[config.mk]
export PLATFORM = sky130hd
export DESIGN_NAME = abc_top
export DESIGN_NICKNAME = d
export VERILOG_FILES = /design/src/abc_pkg.sv /design/src/abc_top.sv
export VERILOG_INCLUDE_DIRS = /design/src
export SDC_FILE = /design/constraint.sdc
export NUM_CORES = 1
export LEC_CHECK = 0
export ABC_CLOCK_PERIOD_IN_PS = 3460
export BUFFER_PORTS_ARGS = -buffer_cell sky130_fd_sc_hd__buf_2
export CAP_MARGIN = 20
export CORE_MARGIN = 3
export CORE_UTILIZATION = 45
export CTS_CLUSTER_SIZE = 16
export DETAILED_ROUTE_END_ITERATION = 8
export GPL_TIMING_DRIVEN = 1
export PLACE_DENSITY_LB_ADDON = 0.25
export SLEW_MARGIN = 20
export SYNTH_ARGS = -nofsm -noshare
export SYNTH_HDL_FRONTEND = slang
export SYNTH_SLANG_ARGS = --single-unit
export TNS_END_PERCENT = 1
[constraint.sdc]
create_clock -name clk -period 3.46 [get_ports clk]
set_clock_uncertainty 0.15 [all_clocks]
set_input_delay 0.173 -clock clk [delete_from_list [all_inputs] [get_ports clk]]
set_output_delay 0.173 -clock clk [all_outputs]
set_load 0.005 [all_outputs]
[src/abc_consts.svh]
// Constants for the auxiliary bus control block: offsets, fields, reset values and counts.
// Assumes inclusion by bare name from the package and the design file.
`ifndef ABC_CONSTS_SVH
`define ABC_CONSTS_SVH

// Register indices; the byte address is four times the index.
`define ABC_AUX_IDX 12'h008E
`define ABC_STAT_IDX 12'h008F
`define ABC_ADDR_W 12

// Field positions of the auxiliary register.
`define ABC_AUX_QUIET 0
`define ABC_AUX_EXTSEL 1
`define ABC_AUX_SIZE_LO 2
`define ABC_AUX_SIZE_HI 3
`define ABC_AUX_STRETCH 5
`define ABC_AUX_PULLDIS 7

// Reset value with the two reserved bits read as zero, and the writable bit mask.
`define ABC_AUX_RESET 8'h0C
`define ABC_AUX_WMASK 8'hAF

// Address latch strobe periods in oscillator clocks.
`define ABC_ALE_PERIOD 3'h6
`define ABC_ALE_PERIOD_X2 3'h3

// Read and write strobe lengths in clock periods.
`define ABC_STROBE_SHORT 5'h06
`define ABC_STROBE_LONG 5'h1E

// Bus responses.
`define ABC_RESP_OKAY 2'h0
`define ABC_RESP_SLVERR 2'h2

`endif

[src/abc_pkg.sv]
// Types shared by the auxiliary bus control block.
// Assumes the constants header is on the include path.
`default_nettype none
`include "abc_consts.svh"

package abc_pkg;

  // Strobe sequencer states.
  typedef enum logic {
    ABC_IDLE,
    ABC_STROBE
  } abc_strb_t;

  // Complete state of the block.
  typedef struct packed {
    logic [7:0] aux;
    logic [2:0] div;
    logic ale;
    logic ale_oe;
    abc_strb_t strb;
    logic [4:0] cnt;
    logic rd_n;
    logic wr_n;
    logic expanded_ram_stb;
    logic aw_got;
    logic w_got;
    logic [`ABC_ADDR_W-1:0] waddr;
    logic [7:0] wdata;
    logic wlane;
    logic bvalid;
    logic [1:0] bresp;
    logic rvalid;
    logic [7:0] rdata;
    logic [1:0] rresp;
  } abc_state_t;

endpackage
`default_nettype wire

[src/abc_top.sv]
// Auxiliary control of the external memory port: address latch strobe, read and
// write strobe stretching, expanded RAM size, data routing and pull-up disable.
// Assumes one 25 MHz clock, inputs synchronous to it, and an AXI4-Lite master.
`timescale 1ns/100ps
`default_nettype none
`include "abc_consts.svh"

module abc_top (
  // Clock and reset.
  input wire logic clk,
  input wire logic rst_b,
  // AXI4-Lite write channels.
  input wire logic [`ABC_ADDR_W-1:0] s_axi_awaddr,
  input wire logic s_axi_awvalid,
  output logic s_axi_awready,
  input wire logic [31:0] s_axi_wdata,
  input wire logic [3:0] s_axi_wstrb,
  input wire logic s_axi_wvalid,
  output logic s_axi_wready,
  output logic [1:0] s_axi_bresp,
  output logic s_axi_bvalid,
  input wire logic s_axi_bready,
  // AXI4-Lite read channels.
  input wire logic [`ABC_ADDR_W-1:0] s_axi_araddr,
  input wire logic s_axi_arvalid,
  output logic s_axi_arready,
  output logic [31:0] s_axi_rdata,
  output logic [1:0] s_axi_rresp,
  output logic s_axi_rvalid,
  input wire logic s_axi_rready,
  // Core side.
  input wire logic double_speed_mode,
  input wire logic code_ext_active,
  input wire logic external_data_move_req,
  input wire logic external_data_move_write,
  output logic external_data_move_busy,
  output logic expanded_ram_stb,
  output logic [10:0] expanded_ram_size_bytes,
  // Memory port pins.
  output logic ale_out,
  output logic ale_oe,
  output logic ale_pullup,
  output logic rd_n,
  output logic wr_n,
  output logic pullup_en
);
  import abc_pkg::*;

  abc_state_t st;
  abc_state_t next_st;
  logic ale_drive;
  logic [2:0] period;
  logic [4:0] len;

  // Decodes a byte address to 1 for the auxiliary register, 2 for status, 0 for none.
  function automatic logic [1:0] reg_sel(input logic [`ABC_ADDR_W-1:0] a);
    if (a[1:0] != 2'h0) begin
      reg_sel = 2'h0;
    end else if ({2'h0, a[`ABC_ADDR_W-1:2]} == `ABC_AUX_IDX) begin
      reg_sel = 2'h1;
    end else if ({2'h0, a[`ABC_ADDR_W-1:2]} == `ABC_STAT_IDX) begin
      reg_sel = 2'h2;
    end else begin
      reg_sel = 2'h0;
    end
  endfunction

  // Expanded RAM size in bytes: 256 times the field value plus one.
  function automatic logic [10:0] size_bytes(input logic [1:0] code);
    size_bytes = {code + 2'h1 == 2'h0 ? 1'b1 : 1'b0, code + 2'h1, 8'h00};
  endfunction

  // Ready terms are combinational; one outstanding write and read at a time.
  assign s_axi_awready = !st.aw_got && !st.bvalid;
  assign s_axi_wready = !st.w_got && !st.bvalid;
  assign s_axi_arready = !st.rvalid;
  assign s_axi_bvalid = st.bvalid;
  assign s_axi_bresp = st.bresp;
  assign s_axi_rvalid = st.rvalid;
  assign s_axi_rresp = st.rresp;
  assign s_axi_rdata = {24'h00_0000, st.rdata};

  // Pin and core outputs straight from the state flops.
  assign ale_out = st.ale;
  assign ale_oe = st.ale_oe;
  assign rd_n = st.rd_n;
  assign wr_n = st.wr_n;
  assign expanded_ram_stb = st.expanded_ram_stb;
  assign external_data_move_busy = (st.strb != ABC_IDLE);
  assign ale_pullup = !st.ale_oe;
  assign pullup_en = !st.aux[`ABC_AUX_PULLDIS];
  assign expanded_ram_size_bytes = size_bytes(st.aux[`ABC_AUX_SIZE_HI:`ABC_AUX_SIZE_LO]);

  assign period = double_speed_mode ? `ABC_ALE_PERIOD_X2 : `ABC_ALE_PERIOD;
  assign len = st.aux[`ABC_AUX_STRETCH] ? `ABC_STROBE_LONG : `ABC_STROBE_SHORT;
  // Drive the latch strobe unless quiet with no external activity.
  assign ale_drive = !st.aux[`ABC_AUX_QUIET] || code_ext_active || external_data_move_req || (st.strb != ABC_IDLE);

  // Next state of the whole block.
  always_comb begin
    next_st = st;
    // The divider runs free so the strobe phase stays steady when it is re-enabled.
    next_st.div = (st.div >= period - 3'h1) ? 3'h0 : st.div + 3'h1;
    next_st.ale = (next_st.div == 3'h0) && ale_drive;
    next_st.ale_oe = ale_drive;
    next_st.expanded_ram_stb = 1'b0;

    // Strobe sequencer; a request while busy is ignored.
    case (st.strb)
      ABC_IDLE: begin
        if (external_data_move_req) begin
          if (st.aux[`ABC_AUX_EXTSEL]) begin
            next_st.strb = ABC_STROBE;
            next_st.cnt = len - 5'h01;
            next_st.rd_n = external_data_move_write;
            next_st.wr_n = !external_data_move_write;
          end else begin
            next_st.expanded_ram_stb = 1'b1;
          end
        end
      end
      ABC_STROBE: begin
        // Hold low for the full count.
        if (st.cnt == 5'h00) begin
          next_st.strb = ABC_IDLE;
          next_st.rd_n = 1'b1;
          next_st.wr_n = 1'b1;
        end else begin
          next_st.cnt = st.cnt - 5'h01;
        end
      end
      default: begin
        next_st.strb = ABC_IDLE;
      end
    endcase

    // Write path: address and data may arrive in either order.
    if (st.bvalid && s_axi_bready) begin
      next_st.bvalid = 1'b0;
    end
    if (s_axi_awvalid && s_axi_awready) begin
      next_st.aw_got = 1'b1;
      next_st.waddr = s_axi_awaddr;
    end
    if (s_axi_wvalid && s_axi_wready) begin
      next_st.w_got = 1'b1;
      next_st.wdata = s_axi_wdata[7:0];
      next_st.wlane = s_axi_wstrb[0];
    end
    if (next_st.aw_got && next_st.w_got) begin
      next_st.aw_got = 1'b0;
      next_st.w_got = 1'b0;
      next_st.bvalid = 1'b1;
      next_st.bresp = `ABC_RESP_OKAY;
      if (reg_sel(next_st.waddr) == 2'h1) begin
        if (next_st.wlane) begin
          next_st.aux = next_st.wdata & `ABC_AUX_WMASK;
        end
      end else if (reg_sel(next_st.waddr) == 2'h2) begin
        next_st.bresp = `ABC_RESP_OKAY;
      end else begin
        next_st.bresp = `ABC_RESP_SLVERR;
      end
    end

    // Read path answers one cycle after the address is taken.
    if (st.rvalid && s_axi_rready) begin
      next_st.rvalid = 1'b0;
    end
    if (s_axi_arvalid && s_axi_arready) begin
      next_st.rvalid = 1'b1;
      next_st.rresp = `ABC_RESP_OKAY;
      if (reg_sel(s_axi_araddr) == 2'h1) begin
        next_st.rdata = st.aux;
      end else if (reg_sel(s_axi_araddr) == 2'h2) begin
        next_st.rdata = {5'h00, st.ale_oe, st.ale, external_data_move_busy};
      end else begin
        next_st.rdata = 8'h00;
        next_st.rresp = `ABC_RESP_SLVERR;
      end
    end
  end

  // State register.
  always_ff @(posedge clk or negedge rst_b) begin
    if (!rst_b) begin
      st <= '0;
      st.aux <= `ABC_AUX_RESET;
      st.strb <= ABC_IDLE;
      st.rd_n <= 1'b1;
      st.wr_n <= 1'b1;
      st.ale_oe <= 1'b1;
    end else begin
      st <= next_st;
    end
  end

  // Helper for the strobe length check: counts low cycles, keeps the expected length.
  logic [4:0] low_len;
  logic [4:0] exp_len;
  always_ff @(posedge clk or negedge rst_b) begin
    if (!rst_b) begin
      low_len <= 5'h00;
      exp_len <= 5'h00;
    end else begin
      low_len <= (!st.rd_n || !st.wr_n) ? low_len + 5'h01 : 5'h00;
      if (st.strb == ABC_IDLE && external_data_move_req && st.aux[`ABC_AUX_EXTSEL]) begin
        exp_len <= len;
      end
    end
  end

  property p_quiet_off;
    @(posedge clk) disable iff (!rst_b)
    (st.aux[0] && !code_ext_active && !external_data_move_req && st.strb == ABC_IDLE) |=> !ale_oe && !ale_out;
  endproperty
  a_quiet_off: assert property (p_quiet_off) else $error("latch strobe driven while quiet");

  property p_ext_on;
    @(posedge clk) disable iff (!rst_b)
    (code_ext_active || external_data_move_busy) |=> ale_oe;
  endproperty
  a_ext_on: assert property (p_ext_on) else $error("latch strobe released during external access");

  property p_weak_pull;
    @(posedge clk) disable iff (!rst_b)
    !ale_oe |-> ale_pullup && !ale_out;
  endproperty
  a_weak_pull: assert property (p_weak_pull) else $error("released strobe not pulled high");

  property p_rate_x1;
    @(posedge clk) disable iff (!rst_b)
    (ale_out && !double_speed_mode && !st.aux[0]) ##1 (!double_speed_mode && !st.aux[0] && !ale_out)[*5] |=> ale_out;
  endproperty
  a_rate_x1: assert property (p_rate_x1) else $error("latch strobe period not six");

  property p_rate_x2;
    @(posedge clk) disable iff (!rst_b)
    (ale_out && double_speed_mode && !st.aux[0]) ##1 (double_speed_mode && !st.aux[0])[*2] |=> ale_out;
  endproperty
  a_rate_x2: assert property (p_rate_x2) else $error("latch strobe period not three");

  property p_pull_dis;
    @(posedge clk) disable iff (!rst_b)
    $rose(s_axi_bvalid) && reg_sel(st.waddr) == 2'h1 && st.wlane |-> pullup_en == !st.wdata[7];
  endproperty
  a_pull_dis: assert property (p_pull_dis) else $error("pull-up enable not following write");

  property p_strobe_len;
    @(posedge clk) disable iff (!rst_b)
    $rose(rd_n && wr_n) |-> low_len == exp_len && (exp_len == `ABC_STROBE_SHORT || exp_len == `ABC_STROBE_LONG);
  endproperty
  a_strobe_len: assert property (p_strobe_len) else $error("strobe length wrong");

  property p_size;
    @(posedge clk) disable iff (!rst_b)
    $rose(s_axi_bvalid) && reg_sel(st.waddr) == 2'h1 && st.wlane && st.wdata[3:2] == 2'h0 |-> expanded_ram_size_bytes == 11'h100;
  endproperty
  a_size: assert property (p_size) else $error("size code zero not 256 bytes");

  property p_route;
    @(posedge clk) disable iff (!rst_b)
    (external_data_move_req && !external_data_move_busy) |=> (expanded_ram_stb == !$past(st.aux[1])) && ((rd_n && wr_n) == !$past(st.aux[1]));
  endproperty
  a_route: assert property (p_route) else $error("data move routed wrongly");

  property p_reserved;
    @(posedge clk) disable iff (!rst_b)
    (s_axi_arvalid && s_axi_arready && reg_sel(s_axi_araddr) == 2'h1) |=> s_axi_rdata[6] == 1'b0 && s_axi_rdata[4] == 1'b0;
  endproperty
  a_reserved: assert property (p_reserved) else $error("reserved bits read nonzero");

  // Further guards on the size decode, the strobe pins and the data move routing.
  property p_size_map;
    @(posedge clk) disable iff (!rst_b)
    expanded_ram_size_bytes == (st.aux[`ABC_AUX_SIZE_HI:`ABC_AUX_SIZE_LO] == 2'h0 ? 11'h100 :
      st.aux[`ABC_AUX_SIZE_HI:`ABC_AUX_SIZE_LO] == 2'h1 ? 11'h200 :
      st.aux[`ABC_AUX_SIZE_HI:`ABC_AUX_SIZE_LO] == 2'h2 ? 11'h300 : 11'h400);
  endproperty
  a_size_map: assert property (p_size_map) else $error("size decode wrong");

  property p_read_strobe;
    @(posedge clk) disable iff (!rst_b)
    (external_data_move_req && !external_data_move_busy && st.aux[`ABC_AUX_EXTSEL] && !external_data_move_write) |=> !rd_n && wr_n && external_data_move_busy;
  endproperty
  a_read_strobe: assert property (p_read_strobe) else $error("read strobe not started");

  property p_write_strobe;
    @(posedge clk) disable iff (!rst_b)
    (external_data_move_req && !external_data_move_busy && st.aux[`ABC_AUX_EXTSEL] && external_data_move_write) |=> !wr_n && rd_n && external_data_move_busy;
  endproperty
  a_write_strobe: assert property (p_write_strobe) else $error("write strobe not started");

  property p_no_overlap;
    @(posedge clk) disable iff (!rst_b)
    rd_n || wr_n;
  endproperty
  a_no_overlap: assert property (p_no_overlap) else $error("read and write strobes low together");

  // The past value is used because a write may clear the quiet bit while the pin is still released.
  property p_release_quiet;
    @(posedge clk) disable iff (!rst_b)
    !ale_oe |-> $past(st.aux[`ABC_AUX_QUIET]);
  endproperty
  a_release_quiet: assert property (p_release_quiet) else $error("strobe pin released while not quiet");

  property p_x1_drive;
    @(posedge clk) disable iff (!rst_b)
    !st.aux[`ABC_AUX_QUIET] |=> ale_oe;
  endproperty
  a_x1_drive: assert property (p_x1_drive) else $error("strobe pin not driven with quiet bit clear");

  property p_pulse_one;
    @(posedge clk) disable iff (!rst_b)
    ale_out |=> !ale_out;
  endproperty
  a_pulse_one: assert property (p_pulse_one) else $error("latch strobe pulse longer than one clock");

  property p_expanded_ram_cause;
    @(posedge clk) disable iff (!rst_b)
    expanded_ram_stb |-> $past(external_data_move_req) && !$past(external_data_move_busy) && !$past(st.aux[`ABC_AUX_EXTSEL]);
  endproperty
  a_expanded_ram_cause: assert property (p_expanded_ram_cause) else $error("internal RAM strobe without internal move");

endmodule
`default_nettype wire

== After elaboration in Yosys (flattened, before gate mapping) ==
Index checks and enable logic that the tools add are counted.

* Bits in registers: 57
* Input bits: 71
* Logic and storage cells: 108

* Reductions and logical operators: 30
* Bitwise logic cells: 1
* Equality and inequality tests: 12
* Muxes and demuxes: 39
* $lt $le $gt $ge: 1
* Add/sub/neg operators: 5

{| class="wikitable"
|+ Operator list
! operator !! count
|-
| $eq 10x8->1 const B || 4
|-
| $mux 2 || 18
|-
| $mux 9 || 2
|-
| $mux 8 || 2
|-
| $pmux 8 s2 || 1
|-
| $mux 12 || 1
|-
| $mux 3 || 4
|-
| $mux 11 || 1
|-
| $mux 5 || 2
|-
| $sub 5x1->5 const B || 2
|-
| $logic_and 1x1->1 || 9
|-
| $reduce_and 3->1 || 3
|-
| $logic_not 1->1 || 8
|-
| $mux 1 || 8
|-
| $reduce_bool 2->1 || 4
|-
| $ne 2x2->1 const B || 3
|-
| $logic_not 5->1 || 1
|-
| $eq 2x1->1 const B || 2
|-
| $eq 2x2->1 const B || 2
|-
| $add 3x1->3 const B || 1
|-
| $ge 3x3->1 || 1
|-
| $logic_not 3->1 || 1
|-
| $logic_or 1x1->1 || 3
|-
| $sub 3x1->3 const B || 1
|-
| other kinds (4) || 4
|}

== Longest topological paths before layout ==
* Word-level depth: 16
* Gate-level depth with buffers: 6
* Depth with buffers taken out: 6

== Worst setup path before layout ==
OpenSTA, ideal clock, no wires.

* Path kind: register -> register
* From: reg st[36] in the netlist's numbering
* To: reg st[51] in the netlist's numbering
* Data arrival time: 2.173 ns
* Stages on the path, launching flop included: 6
* Library setup time: 0.125 ns
* Setup slack: 1.012 ns
* Buffers on the path: 1
* Path through: dfrtp_1 > buf_2 > nor3b_2 > mux2_2 > a2111oi_4 > mux2_2

{| class="wikitable"
|+ RTL lines
! element !! line !! source
|-
| start: declaration || abc_top.sv:49 || <nowiki>abc_state_t st;</nowiki>
|-
| start signal: assignment || abc_top.sv:194 || <nowiki>st <= next_st;</nowiki>
|}

== Final worst setup path ==
* From: reg st[36] in the netlist's numbering
* To: reg st[51] in the netlist's numbering

* Longest elaborated chain between the ends: 11
* Elaborated cells on any way between the ends: 15
* Classes of those cells: eq/ne: 3; mux: 6; reduce/logical: 6

{| class="wikitable"
|+ Ends and longest elaborated chain
! element !! line !! source
|-
| $logic_not 1->1 || abc_top.sv:74 || <nowiki>assign s_axi_awready = !st.aw_got && !st.bvalid;</nowiki>
|-
| $logic_and 1x1->1 || abc_top.sv:74 ||
|-
| $logic_and 1x1->1 || abc_top.sv:141 || <nowiki>if (s_axi_awvalid && s_axi_awready) begin</nowiki>
|-
| $mux 12 || abc_top.sv:141 ||
|-
| $eq 10x8->1 (no source line) || -- ||
|-
| $mux 2 || abc_top.sv:61 || <nowiki>end else if ({2'h0, a[`ABC_ADDR_W-1:2]} == `ABC_STAT_IDX) begin</nowiki>
|-
| $mux 2 || abc_top.sv:59 || <nowiki>end else if ({2'h0, a[`ABC_ADDR_W-1:2]} == `ABC_AUX_IDX) begin</nowiki>
|-
| $mux 2 || abc_top.sv:57 || <nowiki>if (a[1:0] != 2'h0) begin</nowiki>
|-
| $mux 2 || abc_top.sv:150 || <nowiki>if (next_st.aw_got && next_st.w_got) begin</nowiki>
|-
| $eq 2x1->1 || abc_top.sv:155 || <nowiki>if (reg_sel(next_st.waddr) == 2'h1) begin</nowiki>
|-
| $reduce_and 3->1 (no source line) (*) || -- ||
|}

Every way passes the cells marked *; elsewhere a longest branch is shown, timed or not. The select of a mux whose other input is x is not followed.
A chain may end at the register's enable or synchronous reset.

==> impl_metrics.env <==
export IMPL_drt_first_pass_iters=4
export IMPL_cap_violations=0
export IMPL_final_common_cell="buf_2"
export IMPL_portBuffers=65
export IMPL_yosysSeqAreaShare=0.489
export IMPL_routed_via_density=4.72
export IMPL_ios=131
export IMPL_reg2reg_depth=5
export IMPL_min_path_cells=3
export IMPL_r2r_end="st[51]$_DFFE_PN0P_"
export IMPL_startpoint_type="flip-flop"
export IMPL_htree_levels=2
export IMPL_cts_root_buffer="clkbuf_8"
export IMPL_layout_drive_gt1_share=0.357
export IMPL_largest_register_ffs=35
export IMPL_fin_crit_ns=2.68
export IMPL_synth_main_ff_cell="dfrtp_1"
export IMPL_setup_tns_final_ns=0
export IMPL_place_hpwl_mm=3.54
export IMPL_clk_insertion_delay_late_ns=0.30
export IMPL_required_ns=3.50
export IMPL_clk_pin_slew_ns=0.10
export IMPL_multi_input_area_mm2=0.00108
export IMPL_gp_congestion=0.739
export IMPL_endpoint_kind="flip-flop"
export IMPL_antenna_found_initial=0
export IMPL_start_util=0.471
export IMPL_via_count=1806
export IMPL_r2r_start="st[36]$_DFF_PN0_"
export IMPL_critPathKind="reg -> reg"
export IMPL_holdBufCountCts=21
export IMPL_track_usage=0.148
export IMPL_dieArea_mm2=0.00679
export IMPL_setup_viol=0
export IMPL_area_growth_pct=20.0
export IMPL_min_path_type="in -> reg"
export IMPL_wire_per_inst_um=12.5
export IMPL_core_area_mm2=0.00557
export IMPL_ys_warn_count=0
export IMPL_synthArstFlopShare=1.00
export IMPL_grt_max_degree=33
export IMPL_n_fill_cell=475
export IMPL_path_buf_inv=1
export IMPL_report_final_slew_viol_count=0
export IMPL_postSynthCellCount=226
export IMPL_final_hold_viol_count=0
export IMPL_nets=388
export IMPL_die_w_um=82.4
export IMPL_timing_final_crit_share=0.774
export IMPL_maxSlewHeadroom=0.498
export IMPL_tightest_slew_ns=0.751
export IMPL_syn_area_mm2=0.00263
export IMPL_cts_setup_buffers=0
export IMPL_outcome="completed"
export IMPL_p_total_uw=1680
export IMPL_utilization=0.565
export IMPL_powerDensity_mw_per_mm2=534
export IMPL_cts_tree="built"
export IMPL_cts_made_buffers=5
export IMPL_clkSinkCount=51
export IMPL_ys_ff_latch=51
export IMPL_n_antenna_cell=0
export IMPL_drc=0
export IMPL_grt_pass1_wl_mm=7.65
export IMPL_hold_end="st[14]$_DFF_PN0_"
export IMPL_mostFrequentLayoutCells="buf_2 (65), dfrtp_1 (46), conb_1 (36), mux2_2 (25), dlygate4sd3_1 (21)"
export IMPL_grt_overflow_total=0
export IMPL_path_cells="nor3b_2 -> buf_4 -> or4_4 -> a2111oi_4 -> mux2_2"
export IMPL_clock_path_buffers=2
export IMPL_grt_pass1_vias=1628
export IMPL_peakVddDrop_mv=0.323
export IMPL_cp_arrival_ns=2.71
export IMPL_crit_slowest_cell="a2111oi_4"
export IMPL_drtIter0Drc=65
export IMPL_regMostFlops="st"
export IMPL_fmax_ghz=0.373
export IMPL_synth_edf_count=0
export IMPL_crit_family="simple AND/OR/NAND/NOR gates"
export IMPL_leakage_uw=0.00154
export IMPL_cts_resized_gates=0
export IMPL_area_sequential_mm2=0.00128
export IMPL_drtAntennaViolNets=0
export IMPL_yosysUniqueCellTypes=44
export IMPL_r2r_setup_slack_ns=0.78
export IMPL_rsz0062_at_grt="false"
export IMPL_die_h_um=82.4
export IMPL_critPathMaxStageDelay_ns=0.60
export IMPL_drt_wl_total_mm=4.79
export IMPL_crit_path_max_fanout=11
export IMPL_hold_start="s_axi_wstrb[0]"
export IMPL_avgSynthCellArea_um2=11.6
export IMPL_rows=27
==> how the worst max path moves through the flow <==
stage	from	end	depth (start not counted)
floorplan	st[36]$_DFF_PN0_	st[51]$_DFFE_PN0P_	5
global placement	s_axi_bvalid$_DFFE_PN0P_	st[56]$_DFFE_PN0P_	4
detailed placement	st[36]$_DFF_PN0_	st[52]$_DFFE_PN0P_	5
CTS	st[36]$_DFF_PN0_	st[51]$_DFFE_PN0P_	5
global route	s_axi_bvalid$_DFFE_PN0P_	st[51]$_DFFE_PN0P_	4
finish	st[36]$_DFF_PN0_	st[51]$_DFFE_PN0P_	5
==> synthesized netlist by cell type (2+ instances only) <==
master    count  area share
a22o_1        3       0.010
nor4_1        2      0.0048
nor4bb_1      3       0.011
a21oi_1       5      0.0095
o221ai_1      2      0.0067
or3_1         2      0.0048
dfrtp_1      46        0.44
clkbuf_1      2      0.0029
a211oi_1      5       0.014
o21a_1        2      0.0057
mux2i_1       5       0.019
ha_1          7       0.033
nor3b_1       2      0.0057
o21ai_0       8       0.015
mux2_2       25        0.11
nor2_1        9       0.013
nand2b_1      4      0.0095
dfstp_2       5       0.050
buf_4        44        0.13
nand2_1       7       0.010
nor3_1        2      0.0038
inv_1        13       0.019
nand4_1       2      0.0048
==> logic make-up (layout without fill, tap and decap cells) <==
| logic type | count (synthesis) | after routing | synth area share |
|---|---|---|---|
| compound gates | 32 | 32 | 0.0891 |
| xor+xnor | 1 | 1 | 0.00334 |
| fa+ha+maj | 7 | 7 | 0.0334 |
| buf+inv | 61 | 111 | 0.151 |
| flops | 51 | 51 | 0.489 |
| mux | 30 | 30 | 0.126 |
| other cells | 1 | 36 | 0.00143 |
| simple gates | 43 | 43 | 0.107 |
==> worst register-to-register path, cell delays in order, from the launching register on <==
cell and delay [ns]:
dfrtp_1 0.49, nor3b_2 0.15, buf_4 0.21, or4_4 0.57, a2111oi_4 0.60, mux2_2 0.39
==> stage by stage <==
stage	hold slack, ns	cells	cell area [um^2]	worst slack, ns
detailed placement	-0.0140	354	2860	0.801
CTS	0.00261	383	3150	0.752
floorplan	-0.273	261	2760	1.01
global route	0.00422	383	3150	0.633
global placement	-0.0103	354	2860	0.773
finish	0.00415	383	3150	0.782
==> final cells by class <==
class,instances,share of cell area
clock buffer,6,0.0230
clock inverter,2,0.00397
inverter,13,0.0155
multi-input combinational,149,0.342
sequential,51,0.407
tap,72,0.0286
timing repair buffer,90,0.180
==> where the power goes <==
group | leakage, uW | switching [uW] | internal (uW)
combinational | 0.000874 | 219 | 275
clock | 0.0000412 | 192 | 142
sequential | 0.000628 | 95.4 | 758
total | 0.00154 | 506 | 1170
==> routing by layer <==
layer / vias up / GRT usage / wire [um]
met5: - / 0 / 0
met4: 0 / 0.0382 / 31
met3: 4 / 0.0412 / 302
met2: 63 / 0.233 / 2330
met1: 856 / 0.200 / 2130
li1: 883 / - / -
Note: power is estimated with default switching activity, not from simulation.
